===== src/hdl/rcp_pkg.sv =====
// Notes on behaviour
// Radio core clock ticks only while radio_core_clk_en is set.
// Low-power timer reset output follows lowpower_timer_rst, which resets to one.
// Radio core clock divides by 1, 2, 4 or 8 per radio_core_div.
// Software keeps radio core clock between 8 MHz and the processor clock.
// RF control unit clock ticks only while rf_ctrl_unit_clk_en is set.
// RF control unit clock divides by 1, 2, 4 or 8 per rf_ctrl_unit_div.
// Software picks rf_ctrl_unit_div so the RF control unit sees 8 MHz.
// Each ret_ram_keep_mask bit keeps its retention bank powered; zero gates it.
// While OTP is mirrored, the bus clock uses mirror_bus_div.
// Radio digital domain is powered down while radio_domain_down is set.
// Peripheral domain is powered down while periph_domain_down is set.
// With reboot_after_wake set, waking issues a full hardware reset.
// Writing one to soft_chip_reset resets all except system control and trim.
// Power sequence proceeds after 2 ms unless power_fsm_timeout_off; outcome readable.
// With debug_port_on clear, debug pins are released for general use.
// otp_ctrl_rst_req drives the OTP controller reset request.
// pin_state_hold_n zero holds pad controls; one makes the latch transparent.
// With otp_mirror_on set, OTP is copied to RAM after system wake.
// slow_clk_sel picks the RC oscillator at 0, the crystal at 1.
// No wake copy when keep_system_ram is set; system control survives soft reset.
// Divider and enable changes take effect only at a period boundary.
package rcp_pkg;

  // ****************************************************************
  // Register offsets
  // ****************************************************************
  localparam logic [31:0] RADIO_CLOCK_CTRL_OFS  = 32'h0500_0008;
  localparam logic [31:0] POWER_UNIT_CTRL_OFS   = 32'h5000_0010;
  localparam logic [31:0] SYSTEM_CTRL_OFS       = 32'h5000_0012;
  localparam logic [31:0] ANALOG_STATUS_OFS     = 32'h5000_0018;

  // ****************************************************************
  // Field positions
  // ****************************************************************
  localparam int RC_CORE_EN_B      = 7;
  localparam int RC_LPT_RST_B      = 6;
  localparam int RC_CORE_DIV_LSB   = 4;
  localparam int RC_RFCU_EN_B      = 3;
  localparam int RC_RF_CTRL_UNIT_DIV_LSB   = 0;
  localparam int PU_KEEP_LSB       = 8;
  localparam int PU_MDIV_LSB       = 4;
  localparam int PU_RADIO_DN_B     = 2;
  localparam int PU_PERIPH_DN_B    = 1;
  localparam int PU_REBOOT_B       = 0;
  localparam int SC_SOFT_RST_B     = 15;
  localparam int SC_TMO_OFF_B      = 9;
  localparam int SC_DBG_B          = 7;
  localparam int SC_OTPC_RST_B     = 6;
  localparam int SC_PIN_HOLD_N_B   = 5;
  localparam int SC_MIRROR_B       = 4;
  localparam int SC_SLOW_SEL_B     = 3;
  localparam int SC_KEEP_SYSRAM_B  = 2;
  localparam int AS_PWR_OK_B       = 0;
  localparam int AS_PWR_TMO_B      = 1;
  localparam int AS_PWR_WAIT_B     = 2;
  localparam int AS_MIRROR_B       = 3;

  // ****************************************************************
  // Reset values and writable bits
  // ****************************************************************
  localparam logic [15:0] RADIO_CLOCK_CTRL_RST = 16'h0040;
  localparam logic [15:0] POWER_UNIT_CTRL_RST  = 16'h0006;
  localparam logic [15:0] SYSTEM_CTRL_RST      = 16'h0020;
  localparam logic [15:0] RC_WMASK             = 16'h00fb;
  localparam logic [15:0] PU_WMASK             = 16'h0f37;
  localparam logic [15:0] SC_WMASK             = 16'h02fc;

  // ****************************************************************
  // Timing
  // ****************************************************************
  localparam int unsigned MCLK_KHZ            = 10000;
  localparam int unsigned PWR_TIMEOUT_US      = 2000;
  localparam int unsigned PWR_TIMEOUT_CYC_DEF = PWR_TIMEOUT_US * MCLK_KHZ / 1000;

  // ****************************************************************
  // Types
  // ****************************************************************
  typedef struct packed {
    logic [31:0] addr;
    logic [15:0] wdata;
    logic        wr;
    logic        rd;
  } rcp_bus_req_s;

  typedef struct packed {
    logic [3:0] ret_keep;
    logic       radio_down;
    logic       periph_down;
    logic       lp_timer_rst;
  } rcp_pwr_s;

  typedef enum logic [2:0] {
    PF_IDLE = 3'b001,
    PF_WAIT = 3'b010,
    PF_DONE = 3'b100
  } rcp_pfsm_e;

endpackage


===== src/hdl/rcp_ctrl.sv =====
// The strobed register port was left to the implementer.
`timescale 1ns/1ps
module rcp_ctrl
#(
  parameter int unsigned PWR_TIMEOUT_CYC = rcp_pkg::PWR_TIMEOUT_CYC_DEF,
  parameter int unsigned TMO_W           = 16
)
(
  input  wire logic                 mclk,
  input  wire logic                 resetn,
  input  wire rcp_pkg::rcp_bus_req_s bus_req,
  input  wire logic                 pwr_seq_start,
  input  wire logic                 pwr_blocks_up,
  input  wire logic                 sys_wake,
  input  wire logic                 mirror_done,
  output logic [15:0]               rdata,
  output logic                      core_clk_tick,
  output logic                      rf_clk_tick,
  output rcp_pkg::rcp_pwr_s         pwr,
  output logic                      mirror_busy,
  output logic [1:0]                mirror_bus_div,
  output logic                      pwr_proceed,
  output logic                      soft_rst_pulse,
  output logic                      hw_rst_pulse,
  output logic                      debug_port_on,
  output logic                      otp_ctrl_rst_req,
  output logic                      pin_state_hold_n,
  output logic                      slow_clk_sel
);
  import rcp_pkg::*;

  // ****************************************************************
  // State
  // ****************************************************************
  typedef struct packed {
    logic [15:0]      radio_ctrl;
    logic [15:0]      pmu_ctrl;
    logic [15:0]      sys_ctrl;
    logic [15:0]      rdata;
    logic [1:0][2:0]  div_cnt;
    logic [1:0][1:0]  div_app;
    logic [1:0]       en_app;
    logic [1:0]       tick;
    rcp_pfsm_e        pfsm;
    logic [TMO_W-1:0] tmo_cnt;
    logic             pwr_ok;
    logic             pwr_tmo;
    logic             mirror_busy;
    logic             soft_rst;
    logic             hw_rst;
  } rcp_state_s;

  localparam rcp_state_s ST_RST = '{
    radio_ctrl:  RADIO_CLOCK_CTRL_RST,
    pmu_ctrl:    POWER_UNIT_CTRL_RST,
    sys_ctrl:    SYSTEM_CTRL_RST,
    rdata:       16'h0000,
    div_cnt:     6'h00,
    div_app:     4'h0,
    en_app:      2'h0,
    tick:        2'h0,
    pfsm:        PF_IDLE,
    tmo_cnt:     '0,
    pwr_ok:      1'b0,
    pwr_tmo:     1'b0,
    mirror_busy: 1'b0,
    soft_rst:    1'b0,
    hw_rst:      1'b0
  };

  localparam logic [TMO_W-1:0] TMO_LAST = TMO_W'(PWR_TIMEOUT_CYC - 1);

  rcp_state_s      q;
  rcp_state_s      n;
  logic [1:0]      req_en;
  logic [1:0][1:0] req_div;
  logic            wr_rc;
  logic            wr_pu;
  logic            wr_sc;
  logic            soft_req;
  logic            copy_ok;
  logic [15:0]     status;

  function automatic logic [2:0] div_limit(input logic [1:0] code);
    logic [3:0] p;
    p = 4'h1 << code;
    return 3'(p - 4'h1);
  endfunction

  // ****************************************************************
  // Decode
  // ****************************************************************
  assign req_en[0]  = q.radio_ctrl[RC_CORE_EN_B];
  assign req_en[1]  = q.radio_ctrl[RC_RFCU_EN_B];
  assign req_div[0] = q.radio_ctrl[RC_CORE_DIV_LSB +: 2];
  assign req_div[1] = q.radio_ctrl[RC_RF_CTRL_UNIT_DIV_LSB +: 2];
  assign wr_rc      = bus_req.wr && (bus_req.addr == RADIO_CLOCK_CTRL_OFS);
  assign wr_pu      = bus_req.wr && (bus_req.addr == POWER_UNIT_CTRL_OFS);
  assign wr_sc      = bus_req.wr && (bus_req.addr == SYSTEM_CTRL_OFS);
  // soft reset strobe
  assign soft_req   = wr_sc && bus_req.wdata[SC_SOFT_RST_B];
  // copy allowed on wake
  // no copy when system RAM kept
  assign copy_ok    = q.sys_ctrl[SC_MIRROR_B] && !q.sys_ctrl[SC_KEEP_SYSRAM_B];

  // startup outcome readable
  always_comb
  begin
    status                = 16'h0000;
    status[AS_PWR_OK_B]   = q.pwr_ok;
    status[AS_PWR_TMO_B]  = q.pwr_tmo;
    status[AS_PWR_WAIT_B] = (q.pfsm == PF_WAIT);
    status[AS_MIRROR_B]   = q.mirror_busy;
  end

  // ****************************************************************
  // Next state
  // ****************************************************************
  always_comb
  begin
    n          = q;
    n.tick     = 2'h0;
    n.rdata    = 16'h0000;
    n.soft_rst = 1'b0;
    n.hw_rst   = 1'b0;

    // settings change only at period end
    for (int i = 0; i < 2; i++)
    begin
      if (q.div_cnt[i] == div_limit(q.div_app[i]))
      begin
        n.div_cnt[i] = 3'h0;
        // core divide code applied
        // RF unit divide code applied
        n.div_app[i] = req_div[i];
        n.en_app[i]  = req_en[i];
        // core clock gated by enable
        // RF unit clock gated by enable
        n.tick[i]    = req_en[i];
      end
      else
      begin
        n.div_cnt[i] = q.div_cnt[i] + 3'h1;
      end
    end

    // Register writes
    if (wr_rc)
    begin
      n.radio_ctrl = bus_req.wdata & RC_WMASK;
    end
    if (wr_pu)
    begin
      n.pmu_ctrl = bus_req.wdata & PU_WMASK;
    end
    if (wr_sc)
    begin
      n.sys_ctrl = bus_req.wdata & SC_WMASK;
    end

    // Register reads, unmapped reads give zero
    if (bus_req.rd)
    begin
      case (bus_req.addr)
        RADIO_CLOCK_CTRL_OFS: n.rdata = q.radio_ctrl;
        POWER_UNIT_CTRL_OFS:  n.rdata = q.pmu_ctrl;
        SYSTEM_CTRL_OFS:      n.rdata = q.sys_ctrl;
        ANALOG_STATUS_OFS:    n.rdata = status;
        default:              n.rdata = 16'h0000;
      endcase
    end

    // power sequence timeout
    case (q.pfsm)
      PF_IDLE:
      begin
        if (pwr_seq_start)
        begin
          n.pfsm    = PF_WAIT;
          n.tmo_cnt = '0;
          n.pwr_ok  = 1'b0;
          n.pwr_tmo = 1'b0;
        end
      end
      PF_WAIT:
      begin
        if (pwr_blocks_up)
        begin
          n.pfsm   = PF_DONE;
          n.pwr_ok = 1'b1;
        end
        else if (q.tmo_cnt >= TMO_LAST)
        begin
          if (!q.sys_ctrl[SC_TMO_OFF_B])
          begin
            n.pfsm    = PF_DONE;
            n.pwr_tmo = 1'b1;
          end
        end
        else
        begin
          n.tmo_cnt = q.tmo_cnt + TMO_W'(1);
        end
      end
      PF_DONE:
      begin
        if (pwr_seq_start)
        begin
          n.pfsm    = PF_WAIT;
          n.tmo_cnt = '0;
          n.pwr_ok  = 1'b0;
          n.pwr_tmo = 1'b0;
        end
      end
      default:
      begin
        n.pfsm = PF_IDLE;
      end
    endcase

    // OTP mirror tracking, a wake wins over a done in the same cycle
    if (mirror_done)
    begin
      n.mirror_busy = 1'b0;
    end
    if (sys_wake)
    begin
      // reboot on wake
      if (q.pmu_ctrl[PU_REBOOT_B])
      begin
        n.hw_rst = 1'b1;
      end
      // start OTP copy
      else if (copy_ok)
      begin
        n.mirror_busy = 1'b1;
      end
    end

    // soft reset spares system control
    // system control kept
    if (soft_req)
    begin
      n.radio_ctrl  = RADIO_CLOCK_CTRL_RST;
      n.pmu_ctrl    = POWER_UNIT_CTRL_RST;
      n.div_cnt     = ST_RST.div_cnt;
      n.div_app     = ST_RST.div_app;
      n.en_app      = ST_RST.en_app;
      n.tick        = 2'h0;
      n.pfsm        = PF_IDLE;
      n.tmo_cnt     = '0;
      n.pwr_ok      = 1'b0;
      n.pwr_tmo     = 1'b0;
      n.mirror_busy = 1'b0;
      n.soft_rst    = 1'b1;
    end
  end

  // ****************************************************************
  // Registers
  // ****************************************************************
  always_ff @(posedge mclk or negedge resetn)
  begin
    if (!resetn)
    begin
      q <= ST_RST;
    end
    else
    begin
      q <= n;
    end
  end

  // ****************************************************************
  // Outputs
  // ****************************************************************
  assign rdata            = q.rdata;
  assign core_clk_tick    = q.tick[0];
  assign rf_clk_tick      = q.tick[1];
  // retention bank keep mask
  assign pwr.ret_keep     = q.pmu_ctrl[PU_KEEP_LSB +: 4];
  // radio domain power down
  assign pwr.radio_down   = q.pmu_ctrl[PU_RADIO_DN_B];
  // peripheral domain power down
  assign pwr.periph_down  = q.pmu_ctrl[PU_PERIPH_DN_B];
  // low-power timer reset
  assign pwr.lp_timer_rst = q.radio_ctrl[RC_LPT_RST_B];
  assign mirror_busy      = q.mirror_busy;
  // bus divide during mirroring
  assign mirror_bus_div   = q.pmu_ctrl[PU_MDIV_LSB +: 2];
  // One-hot done bit, taken straight from the state flop
  assign pwr_proceed      = q.pfsm[2];
  assign soft_rst_pulse   = q.soft_rst;
  assign hw_rst_pulse     = q.hw_rst;
  // debug pins claimed only when set
  assign debug_port_on    = q.sys_ctrl[SC_DBG_B];
  // OTP controller reset request
  assign otp_ctrl_rst_req = q.sys_ctrl[SC_OTPC_RST_B];
  // pad latch control
  assign pin_state_hold_n = q.sys_ctrl[SC_PIN_HOLD_N_B];
  // slow clock source
  assign slow_clk_sel     = q.sys_ctrl[SC_SLOW_SEL_B];

endmodule


===== config.mk =====
export PLATFORM = sky130hd
export DESIGN_NAME = rcp_ctrl
export DESIGN_NICKNAME = d
export VERILOG_FILES = /design/src/hdl/rcp_pkg.sv /design/src/hdl/rcp_ctrl.sv
export SDC_FILE = /design/constraint.sdc
export NUM_CORES = 1
export LEC_CHECK = 0
export ABC_AREA = 1
export BUFFER_PORTS_ARGS = -buffer_cell sky130_fd_sc_hd__buf_2
export CORE_MARGIN = 5
export CORE_UTILIZATION = 54
export DETAILED_ROUTE_END_ITERATION = 12
export GPL_TIMING_DRIVEN = 0
export PLACE_DENSITY = 0.79
export REMOVE_ABC_BUFFERS = 1
export SYNTH_ARGS = -nofsm -noshare
export SYNTH_HDL_FRONTEND = slang
export SYNTH_SLANG_ARGS = --single-unit

===== constraint.sdc =====
create_clock -name mclk -period 4.9 [get_ports mclk]
set_input_delay 0.98 -clock mclk [delete_from_list [all_inputs] [get_ports mclk]]
set_output_delay 0.98 -clock mclk [all_outputs]
set_load 0.03 [all_outputs]

# After elaboration in Yosys (flattened, before gate mapping)
# Index checks and enable logic that the tools add are counted.
[totals]
out_inout_bits = 35
wordCells = 89
regBits = 91
inputBits = 56
[op_classes]
n_mux = 32
order_cmp = 1
n_eq_ne = 17
n_addsub = 5
reduce_logical = 16
shifts = 2
[op_table]
columns = ["operator", "count"]
rows = [
  ["$eq A32 B31 Y1 const B", 3],
  ["$mux W16", 5],
  ["$pmux W16 S4", 1],
  ["$mux W37", 1],
  ["$pmux W18 S2", 1],
  ["$eq A32 B27 Y1 const B", 1],
  ["$mux W32", 1],
  ["$mux W21", 1],
  ["$add A16 B1 Y16 const B", 1],
  ["$ge A16 B15 Y1 const B", 1],
  ["$mux W3", 5],
  ["$mux W1", 14],
  ["$ne A3 B3 Y1 const B", 4],
  ["$reduce_bool A2 Y1", 4],
  ["$add A3 B1 Y3 const B", 2],
  ["$eq A3 B3 Y1", 2],
  ["$pmux W3 S2", 1],
  ["$reduce_and A3 Y1", 2],
  ["$shl A1 B2 Y3 const A", 2],
  ["$sub A3 B1 Y3 const B", 2],
  ["$logic_and A1 B1 Y1", 5],
  ["$reduce_and A5 Y1", 1],
  ["$mux W2", 2],
  ["$ne A4 B3 Y1 const B", 1],
  ["10 further kinds", 10],
]

# Longest topological paths before layout
# Gate-level depths: netlist of the first run.
[logic_depth]
word_depth = 6
mapped_depth = 13
mapped_depth_nobuf = 13

# Least setup slack after synthesis of the first run
# OpenSTA, ideal clock, no wires.
[synth_timing]
kind = "input to register"
startpoint = "input port bus_req[41] in the netlist's numbering"
endpoint = "register q[16] in the netlist's numbering"
stages = 11
required_time_ps = 4782
path_buffers = 1
setup_slack_ps = 2624
setup_time_ps = 118
arrival_ps = 2158
path_cell_list = "nor2_1 nand2_1 nor2_1 nand2_2 nor2_8 nand3_4 nand3_4 nand3_4 buf_6 nand2_1 nand2_1"
[synth_via]
elab_chain_len = 5
elab_cells_between_ends = 9
cone_classes = "eq/ne: 4; mux: 1; reduce/logical: 4"
[synth_rtl]
columns = ["item", "line_no", "rtl"]
rows = [
  ["from (decl)", "rcp_ctrl.sv:11", "input wire rcp_pkg::rcp_bus_req_s bus_req,"],
  ["$eq A32 B31 Y1 (*)", "rcp_ctrl.sv:99", "assign wr_sc = bus_req.wr && (bus_req.addr == SYSTEM_CTRL_OFS);"],
  ["$logic_and A1 B1 Y1 (*)", "rcp_ctrl.sv:99", ""],
  ["$logic_and A1 B1 Y1 (*)", "rcp_ctrl.sv:101", "assign soft_req = wr_sc && bus_req.wdata[SC_SOFT_RST_B];"],
  ["$ne A3 B3 Y1 (no line) (tied with other cells)", "n/a", ""],
  ["$reduce_and A4 Y1 (no line)", "n/a", ""],
  ["to (signal assigned)", "rcp_ctrl.sv:270", "q <= n;"],
  ["to (decl)", "rcp_ctrl.sv:73", "rcp_state_s q;"],
]
# Mark *: on every way between the ends. The rest lies on a longest branch, timed or not.
# A chain may end at the register's enable or synchronous reset.

# Worst setup path after layout of the first run
[layout_timing]
startpoint = "input port bus_req[44] in the netlist's numbering"
endpoint = "register q[19] in the netlist's numbering"
# Same word-level chain as after synthesis.

==> results of run 1 <==
-- synthesized netlist by cell type (3+ instances only) --
library cell / instances
a21oi_1: 4
xor2_1: 9
nand2_2: 4
nand3_4: 3
buf_4: 26
inv_1: 94
nor2_2: 5
dfstp_2: 5
o21ai_0: 27
nor2_1: 78
dfrtp_1: 66
nand3_1: 31
ha_1: 3
o21a_1: 4
inv_2: 3
nor3_1: 4
nand4_1: 25
o22ai_1: 4
nand2_1: 153
-- metal layers --
layer | wire [µm] | vias to the layer above
met3 | 410 | 16
met5 | 0 | -
li1 | - | 1886
met1 | 4000 | 1673
met2 | 4610 | 93
met4 | 149 | 0
-- flip-flops by register name (all words and copies together), names as in the netlist --
signal	flops
pwr_proceed	1
debug_port_on	1
rdata	12
pin_state_hold_n	1
hw_rst_pulse	1
rf_clk_tick	1
pwr	7
mirror_busy	1
mirror_bus_div	2
q	40
soft_rst_pulse	1
core_clk_tick	1
slow_clk_sel	1
otp_ctrl_rst_req	1
-- how the worst max path moves through the flow --
stage	startpoint	end	slack [ns]	cells past startpoint
global placement	bus_req[41]	q[7]	1.45	11
detailed placement	bus_req[44]	q[19]	1.37	11
CTS	bus_req[44]	q[19]	1.68	11
global route	bus_req[44]	q[6]	1.37	11
floorplan	bus_req[44]	q[10]	2.24	10
finish	bus_req[44]	q[19]	1.72	11
-- power groups by stage --
stage	clock network [mW]	registers (mW)	logic, mW
2_1_floorplan	0	0.650	0.223
3_3_place_gp	0	0.645	0.331
3_5_place_dp	0	0.646	0.342
4_1_cts	0.475	0.634	0.345
5_1_grt	0.501	0.638	0.384
6_report	0.467	0.634	0.340
-- worst register-to-register path: cells and delay by family, from the launching register on --
kind	cells	cell delay (ns)
simple gates	9	0.99
buf+inv	1	0.07
fa+ha+maj	1	0.27
flops	1	0.46
-- per-stage QoR --
stage	cell area (µm²)	worst slack, ns
3_5_place_dp	4500	1.37
6_report	4700	1.72
5_1_grt	4700	1.37
3_3_place_gp	4500	1.45
4_1_cts	4700	1.68
2_1_floorplan	3960	2.24
-- logic make-up after synthesis --
group / after synthesis
AND/OR/NAND/NOR: 313
flip-flops: 71
XOR/XNOR: 11
buffers and inverters: 130
adder cells (fa/ha/maj): 3
multiplexers: 1
other: 1
AO/OA/AOI/OAI: 43
-- final cells by class --
type / count / area share, %
Multi-Input combinational cell: 375 / 38.4
Sequential cell: 71 / 37.9
Timing Repair Buffer: 83 / 8.89
Inverter: 99 / 7.91
Clock buffer: 10 / 2.72
Tap cell: 102 / 2.72
Clock inverter: 6 / 1.46
==> impl_metrics.prom, run 1 <==
# TYPE chip_impl_metric gauge
chip_impl_metric{name="synth_top_area_share",unit="%"} 39.6
chip_impl_info{name="critical_path.startpoint_type",value="input pin"} 1
chip_impl_metric{name="synth_enable_flop_cells",unit=""} 0
chip_impl_metric{name="gr-usage-all-layers",unit="%"} 19.4
chip_impl_metric{name="timing.reg2reg.setup_slack",unit="ns"} 2.98
chip_impl_metric{name="final_net_count",unit=""} 698
chip_impl_metric{name="grt_max_degree",unit=""} 72
chip_impl_metric{name="flow.area_growth_from_synthesis",unit="%"} 12.7
chip_impl_metric{name="cts-resized-gates",unit=""} 0
chip_impl_metric{name="buffer_ports.inserted",unit=""} 83
chip_impl_metric{name="timing.critical_path.arrival",unit="ns"} 3.40
chip_impl_metric{name="critical_path_peak_fanout",unit=""} 21
chip_impl_metric{name="share_of_synthesized_area_spent_on_multiplexers",unit="%"} 0.270
chip_impl_metric{name="synthXorXnorAreaFrac",unit="%"} 2.31
chip_impl_metric{name="met1_usage",unit="%"} 23.8
chip_impl_info{name="tritoncts_clock_tree",value="yes"} 1
chip_impl_metric{name="die_w",unit="µm"} 97.9
chip_impl_metric{name="filler_cells",unit=""} 705
chip_impl_metric{name="post_cts_hold_buffer_count",unit=""} 0
chip_impl_metric{name="place.gp.congestion",unit=""} 0.902
chip_impl_info{name="path_class",value="in2reg"} 1
chip_impl_metric{name="slew_headroom",unit="%"} 40.5
chip_impl_info{name="regToRegEndpoint",value="q[19]"} 1
chip_impl_metric{name="clock_sink_count",unit=""} 71
chip_impl_info{name="ys.flop_type",value="dfrtp_1"} 1
chip_impl_info{name="hold_path_class",value="reg2reg"} 1
chip_impl_metric{name="die_h",unit="µm"} 97.9
chip_impl_metric{name="report.final.setup_viol",unit=""} 0
chip_impl_metric{name="cts_htree_levels",unit=""} 3
chip_impl_metric{name="power",unit="mW"} 1.44
chip_impl_metric{name="fin_worst_skew",unit="ns"} 0.0159
chip_impl_metric{name="grt_util_met2",unit="%"} 34.4
chip_impl_metric{name="crit_required",unit="ns"} 5.12
chip_impl_metric{name="whs_path_depth",unit=""} 2
chip_impl_metric{name="setup_total_negative_slack",unit="ns"} 0
chip_impl_info{name="synth.top_cells.by_area",value="dfrtp_1 40%, nand2_1 14%, inv_1 8.5%, nor2_1 7.0%, buf_4 4.7%"} 1
chip_impl_metric{name="cts_buffers",unit=""} 9
chip_impl_metric{name="total_standard_cell_area_after_synthesis",unit="µm²"} 4170
chip_impl_metric{name="worst_ir_drop_vdd",unit="V"} 0.000210
chip_impl_info{name="status",value="finished, final reports clean"} 1
chip_impl_info{name="cell_at_the_root_of_the_clock_tree",value="clkbuf_8"} 1
chip_impl_metric{name="overflow",unit=""} 0
chip_impl_metric{name="synth_compound_gate_area_share",unit="%"} 5.82
chip_impl_metric{name="p_leak",unit="nW"} 2.67
chip_impl_metric{name="synth_cells",unit=""} 573
chip_impl_metric{name="worst_tran_pin_value",unit="ns"} 0.890
chip_impl_metric{name="io_pins",unit=""} 91
chip_impl_metric{name="total_number_of_vias",unit=""} 3668
chip_impl_metric{name="initial_antenna_violation_count",unit=""} 0
chip_impl_metric{name="max_cap_violations",unit=""} 0
chip_impl_metric{name="final_layout_size_suffix_gt1_share",unit="%"} 19.6
chip_impl_metric{name="yosys.area_share.simple",unit="%"} 33.6
chip_impl_metric{name="drt-total-wl",unit="µm"} 9170
chip_impl_metric{name="period_share",unit="%"} 64.8
chip_impl_metric{name="initial_core_util",unit="%"} 54.8
chip_impl_metric{name="hold_viol_final",unit=""} 0
chip_impl_metric{name="adder_cell_share_of_the_synthesized_area",unit="%"} 0.900
chip_impl_metric{name="drtAntennaViolNets",unit=""} 0
chip_impl_metric{name="minimum_clock_period",unit="ns"} 3.18
chip_impl_metric{name="antenna_cells",unit=""} 0
chip_impl_metric{name="clk_lat_worst_skew",unit="ns"} 0.34
chip_impl_info{name="path_cells",value="buf_2 > nor2_1 > nand2_1 > nor2_1 > nand2_1 > nor2_1 > nand3_1 > nand2_2 > nand3_4 > nand2_1 > nand2_1"} 1
chip_impl_metric{name="net-switching-power",unit="mW"} 0.500
chip_impl_metric{name="post_layout_nonfiller_instances",unit=""} 746
chip_impl_metric{name="power_report.internal_total",unit="mW"} 0.942
chip_impl_info{name="final_common_cell",value="nand2_1"} 1
chip_impl_metric{name="postLayoutCoreUtil",unit="%"} 61.8
chip_impl_metric{name="async_set_or_reset_register_ratio_after_synthesis",unit="%"} 100
chip_impl_metric{name="ff2ff_path_depth",unit=""} 11
chip_impl_info{name="cp_common_cell",value="nand2_1"} 1
chip_impl_metric{name="firstDrtPassIters",unit=""} 4
chip_impl_info{name="cp-end-kind",value="flop"} 1
chip_impl_metric{name="layout.area.seq",unit="µm²"} 1780
chip_impl_metric{name="numPlacedInstances",unit=""} 730
chip_impl_metric{name="ys_warn_count",unit=""} 0
chip_impl_metric{name="ys_types",unit=""} 37
chip_impl_info{name="critical-path-top-delay-family",value="simple AND/OR/NAND/NOR gates"} 1
chip_impl_metric{name="synth.ff_latch_count",unit=""} 71
chip_impl_metric{name="grt_first_pass_wirelength",unit="µm"} 15500
chip_impl_metric{name="drv_slew",unit=""} 0
chip_impl_metric{name="fmax",unit="MHz"} 315
chip_impl_metric{name="power.share.clock",unit="%"} 32.4
chip_impl_metric{name="multi_input_comb_area",unit="µm²"} 1800
chip_impl_metric{name="whs",unit="ns"} 0.493
chip_impl_info{name="r2r_start",value="q[5]"} 1
chip_impl_metric{name="core_area",unit="µm²"} 7610
chip_impl_info{name="most-common-layout-cells",value="153 x nand2_1, 94 x inv_1, 82 x buf_2"} 1
chip_impl_metric{name="wl_per_cell",unit="µm"} 12.3
chip_impl_metric{name="cts_setup_buffers",unit=""} 0
chip_impl_metric{name="critPathBufInv",unit=""} 1
chip_impl_metric{name="p_sw_share",unit="%"} 34.7
chip_impl_info{name="dominant_combinational_cell_family_by_area_after_synthesis",value="simple AND/OR/NAND/NOR gates"} 1
chip_impl_metric{name="delay_of_the_slowest_cell_on_the_worst_path",unit="ns"} 0.65
chip_impl_info{name="crit_path_top_delay_cell",value="nand3_1"} 1
chip_impl_metric{name="powerDensity",unit="nW/µm²"} 307
chip_impl_info{name="hold_startpoint",value="q[20]"} 1
chip_impl_info{name="unrepaired_setup_endpoints_after_global_routing",value="false"} 1
chip_impl_metric{name="detail_route.iter0.violations",unit=""} 147
chip_impl_info{name="global_route.peak_usage_layer",value="met2"} 1
chip_impl_metric{name="yosysSeqAreaShare",unit="%"} 42.8
chip_impl_metric{name="num_rows",unit=""} 32
chip_impl_metric{name="cts.reportedPaths.clkPinSlew",unit="ns"} 0.08
chip_impl_metric{name="hpwlAfterDp",unit="µm"} 6940
chip_impl_metric{name="mean_cell_area_of_the_mapped_netlist",unit="µm²"} 7.28
chip_impl_metric{name="first_global_vias",unit=""} 3499
chip_impl_metric{name="comb_pwr_share",unit="%"} 23.6
chip_impl_metric{name="die_area",unit="µm²"} 9580
chip_impl_metric{name="gr-usage-met3",unit="%"} 4.43
chip_impl_info{name="worst_hold_path.endpoint",value="q[20]"} 1
chip_impl_metric{name="share_seq_of_total_power",unit="%"} 44.0
chip_impl_metric{name="via_per_inst",unit=""} 4.92
chip_impl_metric{name="cts.path.max_buffers",unit=""} 2
chip_impl_info{name="post-synth-top-area-cell",value="dfrtp_1"} 1
chip_impl_metric{name="drc",unit=""} 0
(Power assumes the default switching activity.)
==> run 2, diff against run 1 <==
- CORE_UTILIZATION: 54 -> 50
- PLACE_DENSITY: 0.79 -> 0.77
- clock period: 4.9 -> 2.61 ns (I/O delays scaled with it)
==> run 2 against run 1 <==
Utilization shrank 3.5 points. Critical path depth stayed put. Largest power group unchanged. Final area is 1.4% higher. Cell count is 0.40% higher. Register-to-register slack got worse by 2.3 ns. Flip-flop and latch count stayed put. Die area rose by 7.2%. Clock skew decreased by 0.0088 ns. Total power rose by 100%. Combinational power rose by 91%. Worst setup slack lost 1.5 ns. First-iteration DRC count is 18% higher.
==> impl_metrics.prom, run 2 (same netlist as run 1, synthesis figures left out) <==
# TYPE chip_impl_metric gauge
chip_impl_metric{name="core_area",unit="µm²"} 8180
chip_impl_metric{name="cts.reportedPaths.clkPinSlew",unit="ns"} 0.08
chip_impl_metric{name="timing.critical_path.arrival",unit="ns"} 2.58
chip_impl_metric{name="whs",unit="ns"} 0.284
chip_impl_metric{name="io_pins",unit=""} 91
chip_impl_metric{name="worst_tran_pin_value",unit="ns"} 0.876
chip_impl_metric{name="hold_viol_final",unit=""} 0
chip_impl_metric{name="place.gp.congestion",unit=""} 0.911
chip_impl_metric{name="power",unit="mW"} 2.95
chip_impl_metric{name="die_h",unit="µm"} 101
chip_impl_metric{name="slew_headroom",unit="%"} 41.6
chip_impl_metric{name="ff2ff_path_depth",unit=""} 11
chip_impl_metric{name="clk_lat_worst_skew",unit="ns"} 0.34
chip_impl_metric{name="timing.reg2reg.setup_slack",unit="ns"} 0.66
chip_impl_metric{name="wl_per_cell",unit="µm"} 12.9
chip_impl_metric{name="drv_slew",unit=""} 0
chip_impl_metric{name="comb_pwr_share",unit="%"} 22.0
chip_impl_metric{name="p_leak",unit="nW"} 2.69
chip_impl_metric{name="largest_register_ffs",unit=""} 40
chip_impl_metric{name="report.final.setup_viol",unit=""} 0
chip_impl_metric{name="minimum_clock_period",unit="ns"} 2.35
chip_impl_metric{name="period_share",unit="%"} 89.9
chip_impl_metric{name="grt_first_pass_wirelength",unit="µm"} 16300
chip_impl_metric{name="share_seq_of_total_power",unit="%"} 40.5
chip_impl_metric{name="delay_of_the_slowest_cell_on_the_worst_path",unit="ns"} 0.49
chip_impl_metric{name="clock_sink_count",unit=""} 71
chip_impl_info{name="unrepaired_setup_endpoints_after_global_routing",value="false"} 1
chip_impl_metric{name="detail_route.iter0.violations",unit=""} 173
chip_impl_metric{name="power_report.internal_total",unit="mW"} 1.97
chip_impl_metric{name="setup_total_negative_slack",unit="ns"} 0
chip_impl_metric{name="initial_core_util",unit="%"} 51.0
chip_impl_info{name="cell_at_the_root_of_the_clock_tree",value="clkbuf_8"} 1
chip_impl_info{name="path_class",value="in2reg"} 1
chip_impl_metric{name="drtAntennaViolNets",unit=""} 0
chip_impl_info{name="hold_path_class",value="in2async"} 1
chip_impl_metric{name="antenna_cells",unit=""} 0
chip_impl_metric{name="fmax",unit="MHz"} 426
chip_impl_metric{name="total_number_of_vias",unit=""} 3755
chip_impl_metric{name="overflow",unit=""} 0
chip_impl_metric{name="p_sw_share",unit="%"} 33.1
chip_impl_metric{name="hpwlAfterDp",unit="µm"} 7090
chip_impl_metric{name="cts_htree_levels",unit=""} 3
chip_impl_metric{name="worst_ir_drop_vdd",unit="V"} 0.000574
chip_impl_info{name="regToRegEndpoint",value="q[7]"} 1
chip_impl_info{name="cp-end-kind",value="flop"} 1
chip_impl_metric{name="cts_setup_buffers",unit=""} 0
chip_impl_metric{name="fin_ws",unit="ns"} 0.264
chip_impl_info{name="largest-register",value="q"} 1
chip_impl_info{name="cp_common_cell",value="nand2_1"} 1
chip_impl_metric{name="fin_worst_skew",unit="ns"} 0.00709
chip_impl_info{name="final_common_cell",value="nand2_1"} 1
chip_impl_metric{name="final_layout_size_suffix_gt1_share",unit="%"} 19.9
chip_impl_metric{name="num_rows",unit=""} 33
chip_impl_metric{name="gr-usage-all-layers",unit="%"} 19.8
chip_impl_metric{name="initial_antenna_violation_count",unit=""} 0
chip_impl_info{name="r2r_start",value="q[5]"} 1
chip_impl_metric{name="critical_path_peak_fanout",unit=""} 21
chip_impl_metric{name="drc",unit=""} 0
chip_impl_metric{name="firstDrtPassIters",unit=""} 7
chip_impl_metric{name="first_global_vias",unit=""} 3656
chip_impl_metric{name="power.share.clock",unit="%"} 37.5
chip_impl_metric{name="die_area",unit="µm²"} 10300
chip_impl_info{name="critical_path.startpoint_type",value="input pin"} 1
chip_impl_info{name="path_cells",value="buf_2 > nor2_1 > nand2_1 > nor2_1 > nand2_1 > nor2_1 > nand3_2 > nand2_2 > nand3_4 > nand2_1 > nand2_1"} 1
chip_impl_info{name="tritoncts_clock_tree",value="yes"} 1
chip_impl_metric{name="cts_buffers",unit=""} 9
chip_impl_metric{name="dpl_worst_slack",unit="ns"} -0.490
chip_impl_metric{name="buffer_ports.inserted",unit=""} 83
chip_impl_info{name="crit_path_top_delay_cell",value="nand2_2"} 1
chip_impl_metric{name="drt-total-wl",unit="µm"} 9660
chip_impl_metric{name="flow.area_growth_from_synthesis",unit="%"} 14.2
chip_impl_metric{name="net-switching-power",unit="mW"} 0.974
chip_impl_metric{name="die_w",unit="µm"} 101
chip_impl_info{name="status",value="finished, final reports clean"} 1
chip_impl_metric{name="via_per_inst",unit=""} 5.01
chip_impl_metric{name="final_net_count",unit=""} 698
chip_impl_metric{name="powerDensity",unit="nW/µm²"} 618
chip_impl_metric{name="crit_required",unit="ns"} 2.84
chip_impl_metric{name="cts.path.max_buffers",unit=""} 2
chip_impl_info{name="most-common-layout-cells",value="153 x nand2_1, 94 x inv_1, 82 x buf_2"} 1
chip_impl_metric{name="grt_max_degree",unit=""} 72
chip_impl_metric{name="max_cap_violations",unit=""} 0
## run 2: critical path, delay by kind of cell
kind / cells / cell delay, ns
buf+inv: 1 / 0.10
simple gates: 10 / 1.95
## run 2: layout make-up
type	count	area (µm²)
inverters	99	372
clock buffers	9	124
fillers	753	3410
repair buffers	83	418
well taps	105	131
multi-input cells	375	1810
flip-flops and latches	71	1780
clock inverters	7	128
## run 2: power by group through the flow
| stage | Combinational [mW] | Sequential [mW] | Clock (mW) |
|---|---|---|---|
| global placement | 0.623 | 1.21 | 0 |
| CTS | 0.648 | 1.19 | 1.13 |
| detailed placement | 0.643 | 1.21 | 0 |
| finish | 0.648 | 1.19 | 1.11 |
| floorplan | 0.419 | 1.22 | 0 |
| global route | 0.727 | 1.20 | 1.18 |
## run 2: routing by layer
| metal | global-route usage [%] | part of all wire [%] | up-vias |
|---|---|---|---|
| met5 | 0 | 0 | - |
| met4 | 6.34 | 1.7 | 0 |
| met3 | 4.48 | 6.3 | 17 |
| met2 | 35.2 | 52 | 131 |
| met1 | 23.7 | 40 | 1726 |
| li1 | - | - | 1881 |
## run 2: repair_timing
item	4_1_cts	5_1_grt
gates resized for setup	1	0
setup endpoints to repair	17	0
hold buffers	0	0
## run 2: worst max path at each step
stage	start	endpoint	slack [ns]	depth (start not counted)
2_1_floorplan	bus_req[44]	q[10]	0.41	10
3_3_place_gp	bus_req[44]	q[7]	-0.42	11
3_5_place_dp	bus_req[42]	q[6]	-0.49	11
4_1_cts	bus_req[42]	q[13]	0.27	11
5_1_grt	bus_req[41]	q[10]	0.07	11
6_report	bus_req[42]	q[13]	0.26	11
## run 2: per-stage QoR
step | std cells | instance area, µm² | util (%)
after floorplan | 545 | 3960 | -
after global placement | 733 | 4500 | 55.1
after detailed placement | 733 | 4510 | 55.1
after CTS | 749 | 4760 | 58.3
after global routing | 749 | 4760 | 58.3
final | 749 | 4760 | 58.3
==> run 3, diff against run 2 <==
- ABC_AREA: 1 -> not set
- CORE_UTILIZATION: 50 -> 48
- PLACE_DENSITY: 0.77 -> 0.82
==> run 3 against run 2 <==
Critical path depth shrank 5. Clock power shrank 31%. Clock skew grew 0.0028 ns. Via count shrank 19%. Flip-flop and latch count is the same. Register-to-register slack lost 0.38 ns. Area after synthesis shrank 13%. Synthesized cell count shrank 35%. Count of clock-buffer cells in the layout grew 1. Critical endpoint is now pwr[4]. Largest power group unchanged. Highest routed layer unchanged.
==> impl_metrics.prom, run 3 <==
# TYPE chip_impl_metric gauge
chip_impl_info{name="status",value="finished, final reports clean"} 1
chip_impl_metric{name="initial_core_util",unit="%"} 49.8
chip_impl_metric{name="gr-usage-all-layers",unit="%"} 18.6
chip_impl_metric{name="final_net_count",unit=""} 487
chip_impl_metric{name="cts_setup_buffers",unit=""} 0
chip_impl_metric{name="filler_cells",unit=""} 657
chip_impl_info{name="path_class",value="in2reg"} 1
chip_impl_metric{name="total_number_of_vias",unit=""} 3059
chip_impl_metric{name="crit_required",unit="ns"} 2.84
chip_impl_metric{name="placement.cell_area",unit="µm²"} 3930
chip_impl_metric{name="synth_cells",unit=""} 371
chip_impl_metric{name="grt_first_pass_wirelength",unit="µm"} 14300
chip_impl_metric{name="fmax",unit="MHz"} 391
chip_impl_metric{name="minimum_clock_period",unit="ns"} 2.55
chip_impl_info{name="most-common-layout-cells",value="82 x buf_2, 66 x dfrtp_1, 37 x nor2_1"} 1
chip_impl_info{name="post-synth-top-area-cell",value="dfrtp_1"} 1
chip_impl_metric{name="report.final.setup_viol",unit=""} 0
chip_impl_info{name="synth.cells.most_frequent",value="66 x dfrtp_1, 38 x nor2_1, 29 x nand2_1, 25 x buf_4, 24 x a21oi_1"} 1
chip_impl_metric{name="postLayoutCoreUtil",unit="%"} 56.3
chip_impl_metric{name="hpwlAfterDp",unit="µm"} 6220
chip_impl_info{name="hold_path_class",value="in2async"} 1
chip_impl_metric{name="critical_path_peak_fanout",unit=""} 12
chip_impl_metric{name="final_layout_size_suffix_gt1_share",unit="%"} 28.6
chip_impl_metric{name="synth.ff_latch_count",unit=""} 71
chip_impl_info{name="final_common_cell",value="buf_2"} 1
chip_impl_metric{name="max_cap_violations",unit=""} 0
chip_impl_metric{name="cts-resized-gates",unit=""} 2
chip_impl_metric{name="total_standard_cell_area_after_synthesis",unit="µm²"} 3630
chip_impl_info{name="cp-end-kind",value="flop"} 1
chip_impl_metric{name="hold_viol_final",unit=""} 0
chip_impl_metric{name="synth_top_area_share",unit="%"} 45.5
chip_impl_metric{name="buffer_ports.inserted",unit=""} 83
chip_impl_metric{name="power",unit="mW"} 2.24
chip_impl_metric{name="clock_sink_count",unit=""} 71
chip_impl_metric{name="io_pins",unit=""} 91
chip_impl_info{name="cell_at_the_root_of_the_clock_tree",value="clkbuf_8"} 1
chip_impl_info{name="r2r_start",value="pwr_proceed"} 1
chip_impl_metric{name="worst_ir_drop_vdd",unit="V"} 0.000255
chip_impl_metric{name="antenna_cells",unit=""} 0
chip_impl_metric{name="die_h",unit="µm"} 96.9
chip_impl_metric{name="synth_enable_flop_cells",unit=""} 0
chip_impl_info{name="tritoncts_clock_tree",value="yes"} 1
chip_impl_metric{name="flow.area_growth_from_synthesis",unit="%"} 13.2
chip_impl_metric{name="timing.reg2reg.setup_slack",unit="ns"} 0.28
chip_impl_metric{name="drt-total-wl",unit="µm"} 8750
chip_impl_metric{name="ff2ff_path_depth",unit=""} 5
chip_impl_metric{name="cts_buffers",unit=""} 9
chip_impl_metric{name="timing.critical_path.arrival",unit="ns"} 2.78
chip_impl_metric{name="die_area",unit="µm²"} 9400
chip_impl_metric{name="place.gp.congestion",unit=""} 0.881
chip_impl_metric{name="clk_lat_worst_skew",unit="ns"} 0.35
chip_impl_metric{name="mean_cell_area_of_the_mapped_netlist",unit="µm²"} 9.78
chip_impl_info{name="synth.top_cells.by_area",value="dfrtp_1 46%, buf_4 5.2%, nor2_1 3.9%, dfstp_2 3.6%, a21oi_1 3.3%"} 1
chip_impl_info{name="ys.flop_type",value="dfrtp_1"} 1
chip_impl_metric{name="core_area",unit="µm²"} 7290
chip_impl_metric{name="yosysSeqAreaShare",unit="%"} 49.1
chip_impl_metric{name="wl_per_cell",unit="µm"} 16.4
chip_impl_metric{name="period_share",unit="%"} 97.9
chip_impl_metric{name="layout.area.seq",unit="µm²"} 1780
chip_impl_metric{name="detail_route.iter0.violations",unit=""} 266
chip_impl_metric{name="setup_total_negative_slack",unit="ns"} 0
chip_impl_metric{name="slew_headroom",unit="%"} 41.8
chip_impl_metric{name="async_set_or_reset_register_ratio_after_synthesis",unit="%"} 100
chip_impl_metric{name="firstDrtPassIters",unit=""} 5
chip_impl_info{name="count_leader_synth",value="dfrtp_1"} 1
chip_impl_metric{name="post_cts_hold_buffer_count",unit=""} 0
chip_impl_metric{name="drtAntennaViolNets",unit=""} 0
chip_impl_info{name="largest-register",value="q"} 1
chip_impl_metric{name="cts.reportedPaths.clkPinSlew",unit="ns"} 0.07
chip_impl_metric{name="cts_htree_levels",unit=""} 3
chip_impl_metric{name="cts.path.max_buffers",unit=""} 2
chip_impl_metric{name="powerDensity",unit="nW/µm²"} 546
chip_impl_metric{name="ys_warn_count",unit=""} 0
chip_impl_metric{name="num_rows",unit=""} 31
chip_impl_metric{name="via_per_inst",unit=""} 5.75
chip_impl_metric{name="fin_worst_skew",unit="ns"} 0.00992
chip_impl_metric{name="die_w",unit="µm"} 96.9
chip_impl_info{name="critical_path.startpoint_type",value="input pin"} 1
chip_impl_metric{name="ys_types",unit=""} 51
chip_impl_metric{name="drc",unit=""} 0
chip_impl_metric{name="grt_max_degree",unit=""} 72
chip_impl_metric{name="largest_register_ffs",unit=""} 40
chip_impl_info{name="regToRegEndpoint",value="q[8]"} 1
chip_impl_metric{name="drv_slew",unit=""} 0
chip_impl_metric{name="multi_input_comb_area",unit="µm²"} 1590
chip_impl_metric{name="initial_antenna_violation_count",unit=""} 0
chip_impl_metric{name="overflow",unit=""} 0
chip_impl_metric{name="p_leak",unit="nW"} 1.96
chip_impl_metric{name="fin_area",unit="µm²"} 4110
chip_impl_metric{name="worst_tran_pin_value",unit="ns"} 0.872
chip_impl_metric{name="first_global_vias",unit=""} 2992
run 3: power by group:
part	internal (mW)	switching [mW]
clock network	0.341	0.421
registers	1.13	0.0365
logic	0.111	0.198
total	1.59	0.655
run 3: worst max-delay path by stage:
stage                      startpoint  endpoint  slack, ns  cells after the start
final                     bus_req[33]    pwr[4]       0.06                      6
after global routing      bus_req[26]    pwr[4]     -0.001                      6
after CTS                 bus_req[21]     q[89]       0.09                      5
after detailed placement  bus_req[33]     q[15]      -0.66                      6
after global placement    bus_req[21]    pwr[0]      -0.74                      6
after floorplan           bus_req[33]    pwr[0]      -0.09                      5
run 3: worst max-delay path: stages:
cell	delay, ns
buf_2	0.09
or4_1	0.53
or3_4	0.43
or4_4	0.66
o41a_1	0.29
a22o_1	0.25
run 3: logic make-up after synthesis:
group | count (synthesis) | synth area share [%]
flops | 71 | 49.1
mux | 16 | 4.76
simple gates | 153 | 22.9
fa+ha+maj | 3 | 1.03
buf+inv | 47 | 7.97
other cells | 1 | 0.103
xor+xnor | 5 | 1.21
compound gates | 75 | 12.9
run 3: routing by layer:
layer / up-vias / GRT usage [%] / wire length [µm]
met1: 1496 / 24.7 / 3950
met4: 0 / 11.2 / 378
met3: 34 / 4.17 / 424
li1: 1419 / - / -
met2: 110 / 27.4 / 3990
met5: - / 0 / 0
run 3: through the flow:
stage / cells / hold WS, ns / setup WS, ns
3_5_place_dp: 516 / 0.468 / -0.660
6_report: 532 / 0.276 / 0.0553
5_1_grt: 532 / 0.358 / -0.000991
2_1_floorplan: 334 / 0.226 / -0.0940
3_3_place_gp: 516 / 0.459 / -0.738
4_1_cts: 532 / 0.321 / 0.0855
run 3: layout make-up:
class | count | area share [%]
Tap cell | 99 | 3.01
Timing Repair Buffer | 83 | 10.2
Inverter | 7 | 0.639
Clock inverter | 6 | 0.944
Multi-Input combinational cell | 256 | 38.7
Clock buffer | 10 | 3.11
Sequential cell | 71 | 43.4
